--- src/core/agcatd_pkg.sv ---
// Constants, register layouts and time tables for the left AGC
// attack/decay timing configuration block.
// Assumes a 25 MHz core clock and an AGC that consumes times in ms.
package agcatd_pkg;

    // ----------------------------------------------------------------
    // Register offsets
    // ----------------------------------------------------------------
    localparam logic [7:0] AGCATD_OFS_SRDIV  = 8'h02;
    localparam logic [7:0] AGCATD_OFS_ATTACK = 8'h67;
    localparam logic [7:0] AGCATD_OFS_DECAY  = 8'h68;
    localparam logic [7:0] AGCATD_OFS_STATUS = 8'h70;

    // ----------------------------------------------------------------
    // Reset values and field positions
    // ----------------------------------------------------------------
    localparam logic [7:0] AGCATD_RST_TIME   = 8'h00;
    localparam logic [7:0] AGCATD_RST_SRDIV  = 8'h00;
    localparam int         AGCATD_ST_MISM    = 0;
    localparam int         AGCATD_ST_ATKSEL  = 1;
    localparam int         AGCATD_ST_DECSEL  = 2;
    localparam int         AGCATD_ST_CLAMP   = 3;

    // Attack/decay register layout: D7 select, D6-D5 baseline,
    // D4-D2 power-of-two multiplier, D1-D0 reserved
    typedef struct packed {
        logic       sel;
        logic [1:0] base;
        logic [2:0] mult;
        logic [1:0] rsvd;
    } agcatd_time_s;

    // Sample-rate divider: upper nibble DAC ratio, lower nibble ADC ratio
    typedef struct packed {
        logic [3:0] dac_clock_divide_ratio;
        logic [3:0] adc_clock_divide_ratio;
    } agcatd_srdiv_s;

    // ----------------------------------------------------------------
    // Timing: one AGC update period, in ms
    // ----------------------------------------------------------------
    localparam int          AGCATD_CLK_HZ       = 25_000_000;
    localparam int          AGCATD_UPD_MS       = 1;
    localparam int          AGCATD_UPD_CYC      = AGCATD_CLK_HZ / 1000 * AGCATD_UPD_MS;
    localparam logic [15:0] AGCATD_NO_LIMIT     = 16'hFFFF;

    // Baseline attack: 7, 8, 10, 11 ms
    function automatic logic [8:0] agcatd_attack_base(input logic [1:0] code);
        case (code)
            2'h0:    agcatd_attack_base = 9'd7;
            2'h1:    agcatd_attack_base = 9'd8;
            2'h2:    agcatd_attack_base = 9'd10;
            default: agcatd_attack_base = 9'd11;
        endcase
    endfunction : agcatd_attack_base

    // Baseline decay: 50, 150, 250, 350 ms
    function automatic logic [8:0] agcatd_decay_base(input logic [1:0] code);
        case (code)
            2'h0:    agcatd_decay_base = 9'd50;
            2'h1:    agcatd_decay_base = 9'd150;
            2'h2:    agcatd_decay_base = 9'd250;
            default: agcatd_decay_base = 9'd350;
        endcase
    endfunction : agcatd_decay_base

    // Decay ceiling in ms; ratio code n means a divide ratio of 1 + n/2.
    // Codes past ratio 6 are undefined and keep the widest ceiling.
    function automatic logic [15:0] agcatd_decay_limit(input logic [3:0] code);
        case (code)
            4'h0:       agcatd_decay_limit = 16'd4000;
            4'h1:       agcatd_decay_limit = 16'd5600;
            4'h2:       agcatd_decay_limit = 16'd8000;
            4'h3:       agcatd_decay_limit = 16'd9600;
            4'h4, 4'h5: agcatd_decay_limit = 16'd11200;
            4'h6, 4'h7: agcatd_decay_limit = 16'd16000;
            4'h8:       agcatd_decay_limit = 16'd19200;
            default:    agcatd_decay_limit = 16'd22400;
        endcase
    endfunction : agcatd_decay_limit

endpackage : agcatd_pkg

--- src/core/agcatd_time_calc.sv ---
// Baseline times power-of-two factor, with an upper clamp.
// Purely combinational; the caller registers the result.
`timescale 1ns/10ps
module agcatd_time_calc (
    input  wire logic [8:0]  base_ms,
    input  wire logic [2:0]  mult,
    input  wire logic [15:0] limit_ms,
    output logic      [15:0] time_ms,
    output logic             clamped
);
    // Widest product is 350 * 128 = 44800, which fits 16 bits
    wire logic [15:0] scaled_ms = {7'h00, base_ms} << mult;

    assign clamped = scaled_ms > limit_ms;
    assign time_ms = clamped ? limit_ms : scaled_ms;
endmodule : agcatd_time_calc

--- src/core/agcatd_timing_cfg.sv ---
// Left AGC attack/decay time selection and scaling with register port.
// Assumes legacy times arrive in ms from logic on the same clock.
//
// Operation
// - Attack select 0 uses the legacy attack time, 1 uses the new attack fields.
// - Baseline attack codes 00..11 give 7, 8, 10 and 11 ms.
// - The attack multiplier code n scales the baseline by two to the n.
// - Decay select 0 uses the legacy decay time, 1 uses the new decay fields.
// - Baseline decay codes 00..11 give 50, 150, 250 and 350 ms.
// - The decay multiplier code n scales the baseline by two to the n.
// - Decay is clamped to 4, 5.6, 8, 9.6 s for ADC ratios 1, 1.5, 2, 2.5.
// - Decay is clamped to 11.2, 16, 19.2, 22.4 s for ratios 3-3.5, 4-4.5, 5, 5.5-6.
//
// Strobed register access was decided locally.
`timescale 1ns/10ps
module agcatd_timing_cfg (
    input  wire logic        clk,
    input  wire logic        srst,
    input  wire logic        ce,
    input  wire logic [7:0]  reg_addr,
    input  wire logic [7:0]  reg_wdata,
    input  wire logic        reg_wr,
    input  wire logic        reg_rd,
    output logic      [7:0]  reg_rdata_q,
    input  wire logic [15:0] legacy_attack_ms,
    input  wire logic [15:0] legacy_decay_ms,
    output logic      [15:0] attack_periods_q,
    output logic      [15:0] decay_periods_q,
    output logic      [3:0]  adc_clock_divide_ratio_q,
    output logic             ratio_mismatch_q
);

    // ----------------------------------------------------------------
    // Register file
    // ----------------------------------------------------------------
    agcatd_pkg::agcatd_time_s  atk_q;
    agcatd_pkg::agcatd_time_s  dec_q;
    agcatd_pkg::agcatd_srdiv_s srdiv_q;
    logic                      clamp_q;

    wire logic hit_atk   = reg_addr == agcatd_pkg::AGCATD_OFS_ATTACK;
    wire logic hit_dec   = reg_addr == agcatd_pkg::AGCATD_OFS_DECAY;
    wire logic hit_srdiv = reg_addr == agcatd_pkg::AGCATD_OFS_SRDIV;
    wire logic hit_stat  = reg_addr == agcatd_pkg::AGCATD_OFS_STATUS;

    // Reserved bits are stored as written; zeros are expected there
    always_ff @(posedge clk) begin
        if (srst) begin
            atk_q   <= agcatd_pkg::AGCATD_RST_TIME;
            dec_q   <= agcatd_pkg::AGCATD_RST_TIME;
            srdiv_q <= agcatd_pkg::AGCATD_RST_SRDIV;
        end else if (ce && reg_wr) begin
            if (hit_atk) atk_q <= reg_wdata;
            if (hit_dec) dec_q <= reg_wdata;
            if (hit_srdiv) srdiv_q <= reg_wdata;
        end
    end

    wire logic [7:0] status_w = {4'h0, clamp_q, dec_q.sel, atk_q.sel, ratio_mismatch_q};

    wire logic [7:0] rd_mux = hit_atk   ? atk_q   :
                              hit_dec   ? dec_q   :
                              hit_srdiv ? srdiv_q :
                              hit_stat  ? status_w : 8'h00;

    // Read data stands in the cycle after the strobe, and longer only while ce is low
    always_ff @(posedge clk) begin
        if (srst) reg_rdata_q <= 8'h00;
        else if (ce) reg_rdata_q <= reg_rd ? rd_mux : 8'h00;
    end

    // ----------------------------------------------------------------
    // Time computation
    // ----------------------------------------------------------------
    logic [15:0] atk_new_ms;
    logic [15:0] dec_new_ms;
    logic        dec_clamped;

    agcatd_time_calc u_attack (
        .base_ms  (agcatd_pkg::agcatd_attack_base(atk_q.base)),
        .mult     (atk_q.mult),
        .limit_ms (agcatd_pkg::AGCATD_NO_LIMIT),
        .time_ms  (atk_new_ms),
        .clamped  ()
    );

    agcatd_time_calc u_decay (
        .base_ms  (agcatd_pkg::agcatd_decay_base(dec_q.base)),
        .mult     (dec_q.mult),
        .limit_ms (agcatd_pkg::agcatd_decay_limit(srdiv_q.adc_clock_divide_ratio)),
        .time_ms  (dec_new_ms),
        .clamped  (dec_clamped)
    );

    // Times are in ms and one update period is one ms, so no rescale
    wire logic [15:0] atk_sel_ms = atk_q.sel ? atk_new_ms : legacy_attack_ms;
    wire logic [15:0] dec_sel_ms = dec_q.sel ? dec_new_ms : legacy_decay_ms;
    // A mismatch is only reported; the ADC ratio alone sets the ceiling
    wire logic        mism_w     = srdiv_q.dac_clock_divide_ratio
                                   != srdiv_q.adc_clock_divide_ratio;

    always_ff @(posedge clk) begin
        if (srst) begin
            attack_periods_q         <= 16'h0000;
            decay_periods_q          <= 16'h0000;
            adc_clock_divide_ratio_q <= 4'h0;
            ratio_mismatch_q         <= 1'b0;
            clamp_q                  <= 1'b0;
        end else if (ce) begin
            attack_periods_q         <= atk_sel_ms;
            decay_periods_q          <= dec_sel_ms;
            adc_clock_divide_ratio_q <= srdiv_q.adc_clock_divide_ratio;
            ratio_mismatch_q         <= mism_w;
            clamp_q                  <= dec_q.sel & dec_clamped;
        end
    end
endmodule : agcatd_timing_cfg

--- config.mk ---
export PLATFORM = sky130hd
export DESIGN_NAME = agcatd_timing_cfg
export DESIGN_NICKNAME = d
export VERILOG_FILES = /design/src/core/agcatd_pkg.sv /design/src/core/agcatd_time_calc.sv /design/src/core/agcatd_timing_cfg.sv
export SDC_FILE = /design/constraint.sdc
export NUM_CORES = 1
export LEC_CHECK = 0
export BUFFER_PORTS_ARGS = -buffer_cell sky130_fd_sc_hd__buf_2
export CAP_MARGIN = 15
export CORE_AREA = 2 2 102 104
export DETAILED_ROUTE_END_ITERATION = 10
export DIE_AREA = 0 0 104 106
export PLACE_DENSITY = 0.66
export RECOVER_POWER = 50
export SYNTH_ARGS = -nofsm -noshare
export SYNTH_HDL_FRONTEND = slang
export SYNTH_SLANG_ARGS = --single-unit
export TNS_END_PERCENT = 30
--- constraint.sdc ---
create_clock -name clk -period 9.6 [get_ports clk]
set_input_delay 2.88 -clock clk [delete_from_list [all_inputs] [get_ports clk]]
set_output_delay 2.88 -clock clk [all_outputs]
set_load 0.005 [all_outputs]
==> metrics.md, run 1 <==
| Metric | Value |
|---|---|
| Outcome | finished with violations |
| Failing checks | capacitance limit, slew limit |
| Crit end category | flip-flop |
| Rows | 37 |
| Power Density | 123 nW/um^2 |
| Maximum VDD drop | 0.0000662 V |
| Minimum clock period | 6450 ps |
| CP Launch Type | primary input |
| Total gr overflow | 0 |
| Wire per inst | 16.2 um |
| Routed vias/inst | around 5.6 |
| Synth top area share | 0.367 |
| Top Family by Delay on Critical Path | buffers and inverters |
| Worst Hold Class | flip-flop to flip-flop |
| Leakage | 2.15 nW |
| Commonest non-fill, non-tap cell in the layout | buf_2 |
| Post-layout util | 0.506 |
| Final Hold Vio Count | 0 |
| Netlist cell types | 65 |
| Largest stage delay on the critical path | 2100 ps |
| Max clock buf depth | 2 |
| Global-route wire length before repair | 19300 um |
| Largest cells by area after synthesis | dfxtp_1 37%, mux2i_1 6.4%, ha_1 6.3% |
| Yosys reg bits | 80 |
| Initial antenna violation count | 0 |
| Num Clock Sinks | 80 |
| CP required | 9850 ps |
| Max Cap Violations | 1 |
| CTS tree | done |
| Final HPWL from detailed placement | around 8600 um |
| Root Driver | clkbuf_8 |
| Crit Reg-Reg Endpoint | decay_periods_q[8] |
| Hold path depth | 1 |
| Die X | 104 um |
| GPL Wtd Cong | 0.862 |
| Commonest cells after routing, fill and taps aside | 81 x buf_2, 80 x dfxtp_1, 72 x nor2_1 |
| Fraction of layout cells with a size suffix above 1 | 0.206 |
| Aggregate global-route resource usage | 0.219 |
| Slew Viols, Final | 70 |
| Clock-pin slew on the worst setup and hold paths | 80 ps |
| R2R depth | 11 |
| R2R setup slack | around 6000 ps |
| Iteration-0 DRC count of the detailed router | 179 |
| Die Ht | 106 um |
| Final Power | 0.621 mW |
| Hold path endpoint | reg_rdata_q[0] |
| Number of routed nets with antenna violations | 0 |
| Cts bufs inserted | 9 |
| Top FF cell, synth | dfxtp_1 |
| EDFF count, synth | 0 |
| Post-CTS Setup Inserts | 0 |
| Slew headroom | -1.00 |
| Cell Area, Synth | 4360 sq um |
| Async set or reset register ratio after synthesis | 0 |
| DRC violations left | 0 |
| DIE AREA | 11000 sq um |
| Non-Filler Instances | 723 |
| Worst path slowest cell | clkbuf_1 |
| Inst Count DP | between 700 and 800 |
| Crit share post-route | 0.672 |
| Hold path startpoint | reg_rdata_q[0] |
| Final setup viols | 0 |
| NumNets Final | 658 |
| Io pins | between 90 and 100 |
| Final Skew | approximately 4.2 ps |
| Port-buffer cells | 97 |
| Crit Path Class | primary input to flip-flop |
| Largest net degree at the start of global routing | 70 |
| Worst Path Arrival | between 6000 and 7000 ps |
| TritonRoute pass-1 iters | 5 |
| Register area share after synthesis | 0.367 |
| CP bufs+invs | 2 |
| Maximum fanout along the worst path | 69 |
| Area grow syn2layout | 16.0% |
| ANT cells | 0 |
| Core box area | 10000 sq um |
| Area leader, netlist | dfxtp_1 |
| Skew-Pair Late Insertion Delay | 360 ps |
| Worst-Margin Slew | 3000 ps |
| Post-Synthesis Cells | roughly 500 |
| Sum of negative setup slack | 0 ps |
| Fmax | 155 MHz |
| Hold buffers post-CTS | 0 |
| RSZ-0062 raised after global routing | false |
| Vias in the first global route | 3988 |
| Ys Warns | 0 |
| Reg2reg start | dec_q[5] |
| Syn Area/Cell | 8.69 sq um |
| H-tree depth | 3 |
| Initial Util | 0.436 |
| Crit path cell chain | buf_2 > clkbuf_1 > nor2_1 > and3_1 > or3_1 |
| Via count | 4045 |
| Post-Route WL | 11700 um |
| Syn nets | 577 |
| # resized after CTS | 0 |
-- Yosys cell counts (3+ instances only) --
cell type  number
nor3_1          7
a211oi_1        5
a22oi_1        31
nand2_1        28
o22ai_1         3
a211o_1         3
mux2i_1        28
buf_4           3
nor4_1          3
o21ai_0        14
a21o_1          7
nor2_1         72
nand3b_1        6
a31o_2          4
or3_1           6
o21bai_1        4
buf_2           3
a2bb2oi_1       3
inv_1          23
and3_1          4
xor2_1          4
nand4_1         3
nand3_1        13
nor2b_1         9
a21oi_1        21
buf_1           3
o211ai_1        4
dfxtp_1        80
a22o_1         10
nand2b_1        5
and2_1          5
clkbuf_1       22
o221ai_1        3
ha_1           22
-- per-layer routing --
layer,vias up,share of wire,global-route usage
li1,1973,-,-
met1,1952,0.43,0.259
met5,-,0,0
met2,96,0.50,0.383
met4,0,0.028,0.0985
met3,24,0.041,0.0435
-- flip-flops by register name (all words and copies together), names as in the netlist, 4 cells and up --
signal,count
dec_q,8
u_decay.limit_ms,10
reg_rdata_q,8
attack_periods_q,16
decay_periods_q,16
atk_q,8
srdiv_q,8
adc_clock_divide_ratio_q,4
-- cell families (layout without fill, tap and decap cells) --
family,Yosys count,count (layout),synth area share
multiplexers,33,33,0.0829
XOR/XNOR,4,4,0.00803
buffers and inverters,57,142,0.0562
flip-flops,80,80,0.367
adder cells (fa/ha/maj),22,22,0.0631
AO/OA/AOI/OAI,129,129,0.215
AND/OR/NAND/NOR,177,177,0.208
-- worst max-delay path by stage --
stage	startpoint	end	slack, ps	depth (start not counted)
after floorplan	reg_addr[5]	u_decay.limit_ms[12]	4730	9
after global placement	ce	u_decay.limit_ms[12]	4340	10
after detailed placement	ce	u_decay.limit_ms[12]	4210	10
after CTS	ce	u_decay.limit_ms[12]	4580	10
after global routing	srst	decay_periods_q[8]	2770	5
final	srst	decay_periods_q[8]	3150	5
-- stage by stage --
stage	hold WS (ps)	setup WS [ps]	instance area (sq um)
3_3_place_gp	434	4340	4890
2_1_floorplan	445	4730	4360
5_1_grt	470	2770	5060
4_1_cts	452	4580	5070
6_report	453	3150	5060
3_5_place_dp	434	4210	4890
-- worst register-to-register path, delay by kind of cell (launching register included) --
| family | cells | cell delay [ps] |
|---|---|---|
| and+or+nand+nor | 5 | 1690 |
| adders and majority gates | 2 | 530 |
| DFF | 1 | 490 |
| muxes | 1 | 360 |
| AOI/OAI and AO/OA | 2 | 290 |
| buffers and inverters | 1 | 150 |
-- layout make-up --
class | count | area, sq um
Sequential cell | 80 | 1600
Fill cell | 1058 | 4940
Multi-Input combinational cell | 365 | 2520
Tap cell | 136 | 170
Clock buffer | 12 | 155
Inverter | 24 | 91.3
Clock inverter | 3 | 17.5
Timing Repair Buffer | 103 | 510
-- power breakdown --
| part | switching (mW) | internal, mW | leakage [nW] | total [mW] |
|---|---|---|---|---|
| registers | 0.00424 | 0.340 | 0.651 | 0.344 |
| logic | 0.0284 | 0.0234 | 1.41 | 0.0518 |
| clock network | 0.120 | 0.106 | 0.0882 | 0.226 |
No activity file was read; power rests on OpenSTA's default activity.
==> run 2, diff against run 1 <==
- clock period: 9.6 -> 6.3 ns (I/O delays scaled with it)
==> metrics.md, run 2 (synthesized netlist as in run 1, its figures left out) <==
| Metric | Value |
|---|---|
| Sw Ratio | 0.254 |
| Num Clock Sinks | 80 |
| FILL cells | 1047 |
| Final WS setup | 1610 ps |
| Core box area | 10000 sq um |
| Via count | 3971 |
| Die Ht | 106 um |
| Initial Util | 0.436 |
| Slew headroom | 0.176 |
| Total gr overflow | 0 |
| Io pins | 98 |
| Largest net degree at the start of global routing | 46 |
| CP Capture Point | u_decay.limit_ms[12] |
| Port-buffer cells | 97 |
| DIE AREA | 11000 sq um |
| Maximum VDD drop | between 0.0001 and 0.00015 V |
| CP required | 6530 ps |
| Sum of negative setup slack | 0 ps |
| Worst Hold Class | flip-flop to flip-flop |
| Number of routed nets with antenna violations | 0 |
| Global-route wire length before repair | ~20000 um |
| Wire per inst | 16.3 um |
| Iteration-0 DRC count of the detailed router | 187 |
| # resized after CTS | 0 |
| Cts bufs inserted | 9 |
| Final Skew | 7.59 ps |
| RSZ-0062 raised after global routing | false |
| DP Worst Slack | 1880 ps |
| H-tree depth | 3 |
| R2R depth | 11 |
| Max Cap Violations | 0 |
| Vias in the first global route | around 4000 |
| Hold buffers post-CTS | 0 |
| Final Hold Vio Count | 0 |
| P_sw | 0.235 mW |
| Crit path from | ce |
| Worst Path Arrival | approximately 5000 ps |
| Fmax | 213 MHz |
| Post-Route WL | between 10000 and 15000 um |
| NumNets Final | 658 |
| TritonRoute pass-1 iters | 4 |
| ANT cells | 0 |
| Initial antenna violation count | 0 |
| Largest stage delay on the critical path | between 800 and 900 ps |
| Aggregate global-route resource usage | 0.224 |
| Maximum fanout along the worst path | 26 |
| Crit end category | flip-flop |
| CTS tree | done |
| Power Density | around 180 nW/um^2 |
| Rows | 37 |
| Max clock buf depth | 2 |
| DRC violations left | 0 |
| Reg power frac | 0.565 |
| Fraction of layout cells with a size suffix above 1 | 0.199 |
| Crit Path Class | primary input to flip-flop |
| Worst-Margin Slew | 1240 ps |
| Skew-Pair Late Insertion Delay | 360 ps |
| Minimum clock period | 4690 ps |
| Area grow syn2layout | 15.4% |
| GPL Wtd Cong | 0.860 |
| Clock power share | 0.349 |
| Commonest cells after routing, fill and taps aside | 80 x dfxtp_1, 78 x buf_2, 72 x nor2_1 |
| Commonest non-fill, non-tap cell in the layout | dfxtp_1 |
| Crit Reg-Reg Endpoint | decay_periods_q[8] |
| Routed vias/inst | 5.49 |
| R2R setup slack | about 2700 ps |
| Root Driver | clkbuf_8 |
| Final setup viols | 0 |
| Leakage | approximately 2.1 nW |
| Clock-pin slew on the worst setup and hold paths | 80 ps |
| Reg2reg start | dec_q[5] |
| Post-CTS Setup Inserts | 0 |
| Combinational Power Share | 0.086 |
| Crit path cell chain | clkbuf_1 > nand2_1 > nor4_1 > buf_4 > mux2i_1 > nor2_4 > inv_1 > ha_1 > o21ai_0 > a22oi_1 |
| Worst path slowest cell | clkbuf_1 |
| Int Pwr | 0.692 mW |
| Die X | 104 um |
| CP Launch Type | primary input |
| Crit share post-route | 0.744 |
| Final HPWL from detailed placement | 8670 um |
| Outcome | complete, no violations |
| Slew Viols, Final | 0 |
run 2: through the flow:
stage	hold WS (ps)	total power, mW	util	cell area, sq um	instances
finish	457	0.927	0.503	5030	723
floorplan	445	0.575	-	4360	502
global placement	434	0.614	0.490	4900	707
CTS	462	0.939	0.506	5060	722
global route	484	0.974	0.503	5030	723
detailed placement	444	0.616	0.490	4900	707
run 2: worst max-delay path, delay by kind of cell:
| family | cells | cell delay, ps |
|---|---|---|
| AO/OA/AOI/OAI | 2 | 280 |
| adder cells (fa/ha/maj) | 1 | 270 |
| buffers and inverters | 3 | 1270 |
| multiplexers | 1 | 370 |
| AND/OR/NAND/NOR | 3 | 830 |
run 2: final cells by class:
cell class                 count  area [sq um]  area share
sequential                    80          1600       0.318
inverter                      24          91.3      0.0181
multi-input combinational    365          2510       0.499
timing repair buffer         103           507       0.101
tap                          136           170      0.0338
clock buffer                  11           131      0.0261
clock inverter                 4          22.5     0.00447
run 2: metal layers:
layer  GRT usage  vias to the layer above  share of wire
li1            -                     1978              -
met1       0.271                     1874           0.43
met2       0.380                       92           0.50
met3      0.0478                       27          0.034
met4       0.103                        0          0.034
met5           0                        -              0
run 2: worst min-delay path by stage:
stage,startpoint,to,slack [ps],cells past startpoint
3_5_place_dp,reg_rdata_q[6],reg_rdata_q[6],440,2
5_1_grt,reg_rdata_q[6],reg_rdata_q[6],480,2
6_report,reg_rdata_q[6],reg_rdata_q[6],460,2
3_3_place_gp,reg_rdata_q[2],reg_rdata_q[2],430,1
2_1_floorplan,clamp_q,clamp_q,450,2
4_1_cts,reg_rdata_q[6],reg_rdata_q[6],460,2
run 2: power groups by stage:
| stage | logic (mW) | clock network (mW) | registers [mW] |
|---|---|---|---|
| global route | 0.0881 | 0.360 | 0.526 |
| global placement | 0.0791 | 0 | 0.535 |
| detailed placement | 0.0804 | 0 | 0.536 |
| CTS | 0.0808 | 0.334 | 0.524 |
| floorplan | 0.0387 | 0 | 0.536 |
| finish | 0.0794 | 0.324 | 0.524 |
==> run 3, diff against run 2 <==
- ABC_AREA: unset -> 1
- CORE_AREA: 2 2 102 104 -> 2 2 104 106
- DIE_AREA: 0 0 104 106 -> 0 0 106 108
- PLACE_DENSITY: 0.66 -> 0.68
- clock period: 6.3 -> 3.8 ns (I/O delays scaled with it)
==> metrics.md, run 3 <==
| Metric | Value |
|---|---|
| Power Density | 310 nW/um^2 |
| Cts bufs inserted | 9 |
| Root Driver | clkbuf_8 |
| Async set or reset register ratio after synthesis | 0 |
| Max clock buf depth | 2 |
| Cell depth of the worst setup path | 18 |
| Worst path slowest cell | dfxtp_1 |
| Slew headroom | 0.109 |
| Final setup viols | 0 |
| Outcome | complete, no violations |
| Die X | 106 um |
| Rows | 37 |
| Crit Path Class | flip-flop to flip-flop |
| Cell Area, Synth | roughly 4500 sq um |
| Top FF cell, synth | dfxtp_1 |
| H-tree depth | 3 |
| Final Power | 1.62 mW |
| Port-buffer cells | 97 |
| Initial Util | 0.442 |
| Routed vias/inst | 5.24 |
| Finished Cell Area | 5240 sq um |
| Final Hold Vio Count | 0 |
| Non-Filler Instances | 877 |
| Post-Synthesis Cells | around 650 |
| Crit end category | flip-flop |
| Syn nets | 729 |
| Aggregate global-route resource usage | 0.211 |
| Maximum fanout along the worst path | 12 |
| Synth top area share | 0.354 |
| Fraction of layout cells with a size suffix above 1 | 0.171 |
| Commonest cells after routing, fill and taps aside | 162 x nand2_1, 80 x nand3_1, 80 x dfxtp_1 |
| Worst Path Arrival | ~3500 ps |
| Post-Route WL | 12200 um |
| Crit path cell chain | inv_1 > ha_1 > nor2_1 > nand2_1 > o211ai_1 > nand2_1 > o21ai_0 > inv_1 > ha_1 > nand2_1 > nor2_1 > nand3b_1 > nor2_1 > nand2_1 > nand2_2 > nand2_1 > nand3_1 > a21oi_1 |
| Commonest non-fill, non-tap cell in the layout | nand2_1 |
| Core box area | between 10000 and 15000 sq um |
| FILL cells | 1094 |
| Yosys reg bits | 80 |
| Leakage | 2.53 nW |
| Initial antenna violation count | 0 |
| Skew-Pair Late Insertion Delay | 360 ps |
| EDFF count, synth | 0 |
| CTS tree | done |
| Area leader, netlist | dfxtp_1 |
| Max Cap Violations | 0 |
| Hold buffers post-CTS | 0 |
| Die Ht | 108 um |
| DRC violations left | 0 |
| Vias in the first global route | 4083 |
| Netlist cell types | 41 |
| Number of routed nets with antenna violations | 0 |
| CP Launch Type | flip-flop |
| TritonRoute pass-1 iters | 5 |
| R2R depth | 18 |
| Fmax | between 300 and 400 MHz |
| Global-route wire length before repair | 19400 um |
| CP bufs+invs | 2 |
| Area grow syn2layout | 15.7% |
| Sum of negative setup slack | 0 ps |
| Slew Viols, Final | 0 |
| Final HPWL from detailed placement | ~9300 um |
| Area after DPL | 5090 sq um |
| DIE AREA | around 11000 sq um |
| Cell with the most instances after synthesis | nand2_1 |
| Worst-Margin Slew | between 1000 and 1500 ps |
| Maximum VDD drop | between 0.0001 and 0.00015 V |
| ANT cells | 0 |
| Clock-pin slew on the worst setup and hold paths | roughly 90 ps |
| Top Family by Delay on Critical Path | simple AND/OR/NAND/NOR gates |
| Final Skew | 18.1 ps |
| Io pins | just under 100 |
| Syn Area/Cell | around 7 sq um |
| Hold path depth | 2 |
| Minimum clock period | ~3300 ps |
| Total gr overflow | 0 |
| CP required | 4030 ps |
| RSZ-0062 raised after global routing | false |
| Largest cells by area after synthesis | dfxtp_1 35%, nand2_1 14%, nand3_1 8.9% |
| Num Clock Sinks | 80 |
| NumNets Final | 812 |
| Crit share post-route | 0.870 |
| Iteration-0 DRC count of the detailed router | 392 |
| GPL Wtd Cong | 0.877 |
| Largest net degree at the start of global routing | 41 |
| Via count | 4599 |
| Register area share after synthesis | 0.354 |
| CP dominant cell by count | nand2_1 |
| Largest stage delay on the critical path | 430 ps |
| Ys Warns | 0 |
| Worst Hold Class | flip-flop to flip-flop |
| Post-synth top cells | 163 x nand2_1, 80 x dfxtp_1, 80 x nand3_1 |
| Inst Count DP | 862 |
| Wire per inst | roughly 14 um |
[run 3: area by class of cell]
class                      instances  area, sq um  area share
multi-input combinational        463         2470       0.473
sequential                        80         1600       0.306
timing repair buffer             104          499      0.0954
inverter                          79          305      0.0583
tap                              136          170      0.0325
clock buffer                       9          124      0.0237
clock inverter                     6         61.3      0.0117
[run 3: repair_timing]
item / CTS / global route
buffers inserted: 0 / 0
setup endpoints to repair: 0 / 2
resized for setup: 0 / 1
[run 3: power by group]
group | switching, mW | leakage [nW] | internal (mW)
Clock | 0.305 | 0.0948 | 0.297
Combinational | 0.0872 | 1.78 | 0.0613
Sequential | 0.0112 | 0.652 | 0.860
Total | 0.404 | 2.53 | 1.22
[run 3: path summary, 6_finish.rpt]
path / from / slack [ps] / end
worst max register to register: dec_q[5] / 490 / decay_periods_q[11]
worst max-delay path: dec_q[5] / 490 / decay_periods_q[11]
worst min register to register: attack_periods_q[14] / 470 / attack_periods_q[14]
worst min-delay path: attack_periods_q[14] / 470 / attack_periods_q[14]
[run 3: per-layer routing]
metal  track usage  wire (um)
met1         0.296       5660
met4        0.0789        248
met2         0.332       5400
met5             0          0
met3        0.0271        845
[run 3: stage by stage]
step	util	worst slack, ps	hold WS, ps
final	0.512	492	467
after global routing	0.512	98.9	488
after CTS	0.515	460	468
after detailed placement	0.497	487	456
after global placement	0.497	569	450
after floorplan	-	1150	420
[run 3: kinds of logic (layout without fill, tap and decap cells)]
kind of cell,Yosys count,after routing,share of synthesized area
XOR/XNOR,4,4,0.00775
AND/OR/NAND/NOR,313,313,0.327
adder cells (fa/ha/maj),22,22,0.0609
buffers and inverters,111,198,0.0996
flip-flops,80,80,0.354
AO/OA/AOI/OAI,124,124,0.151
[run 3: tightest hold or removal path: cells and delay by family, from the launching register on]
family / cells / cell delay (ps)
DFF: 1 / 310
and+or+nand+nor: 1 / 60
AOI/OAI and AO/OA: 1 / 50
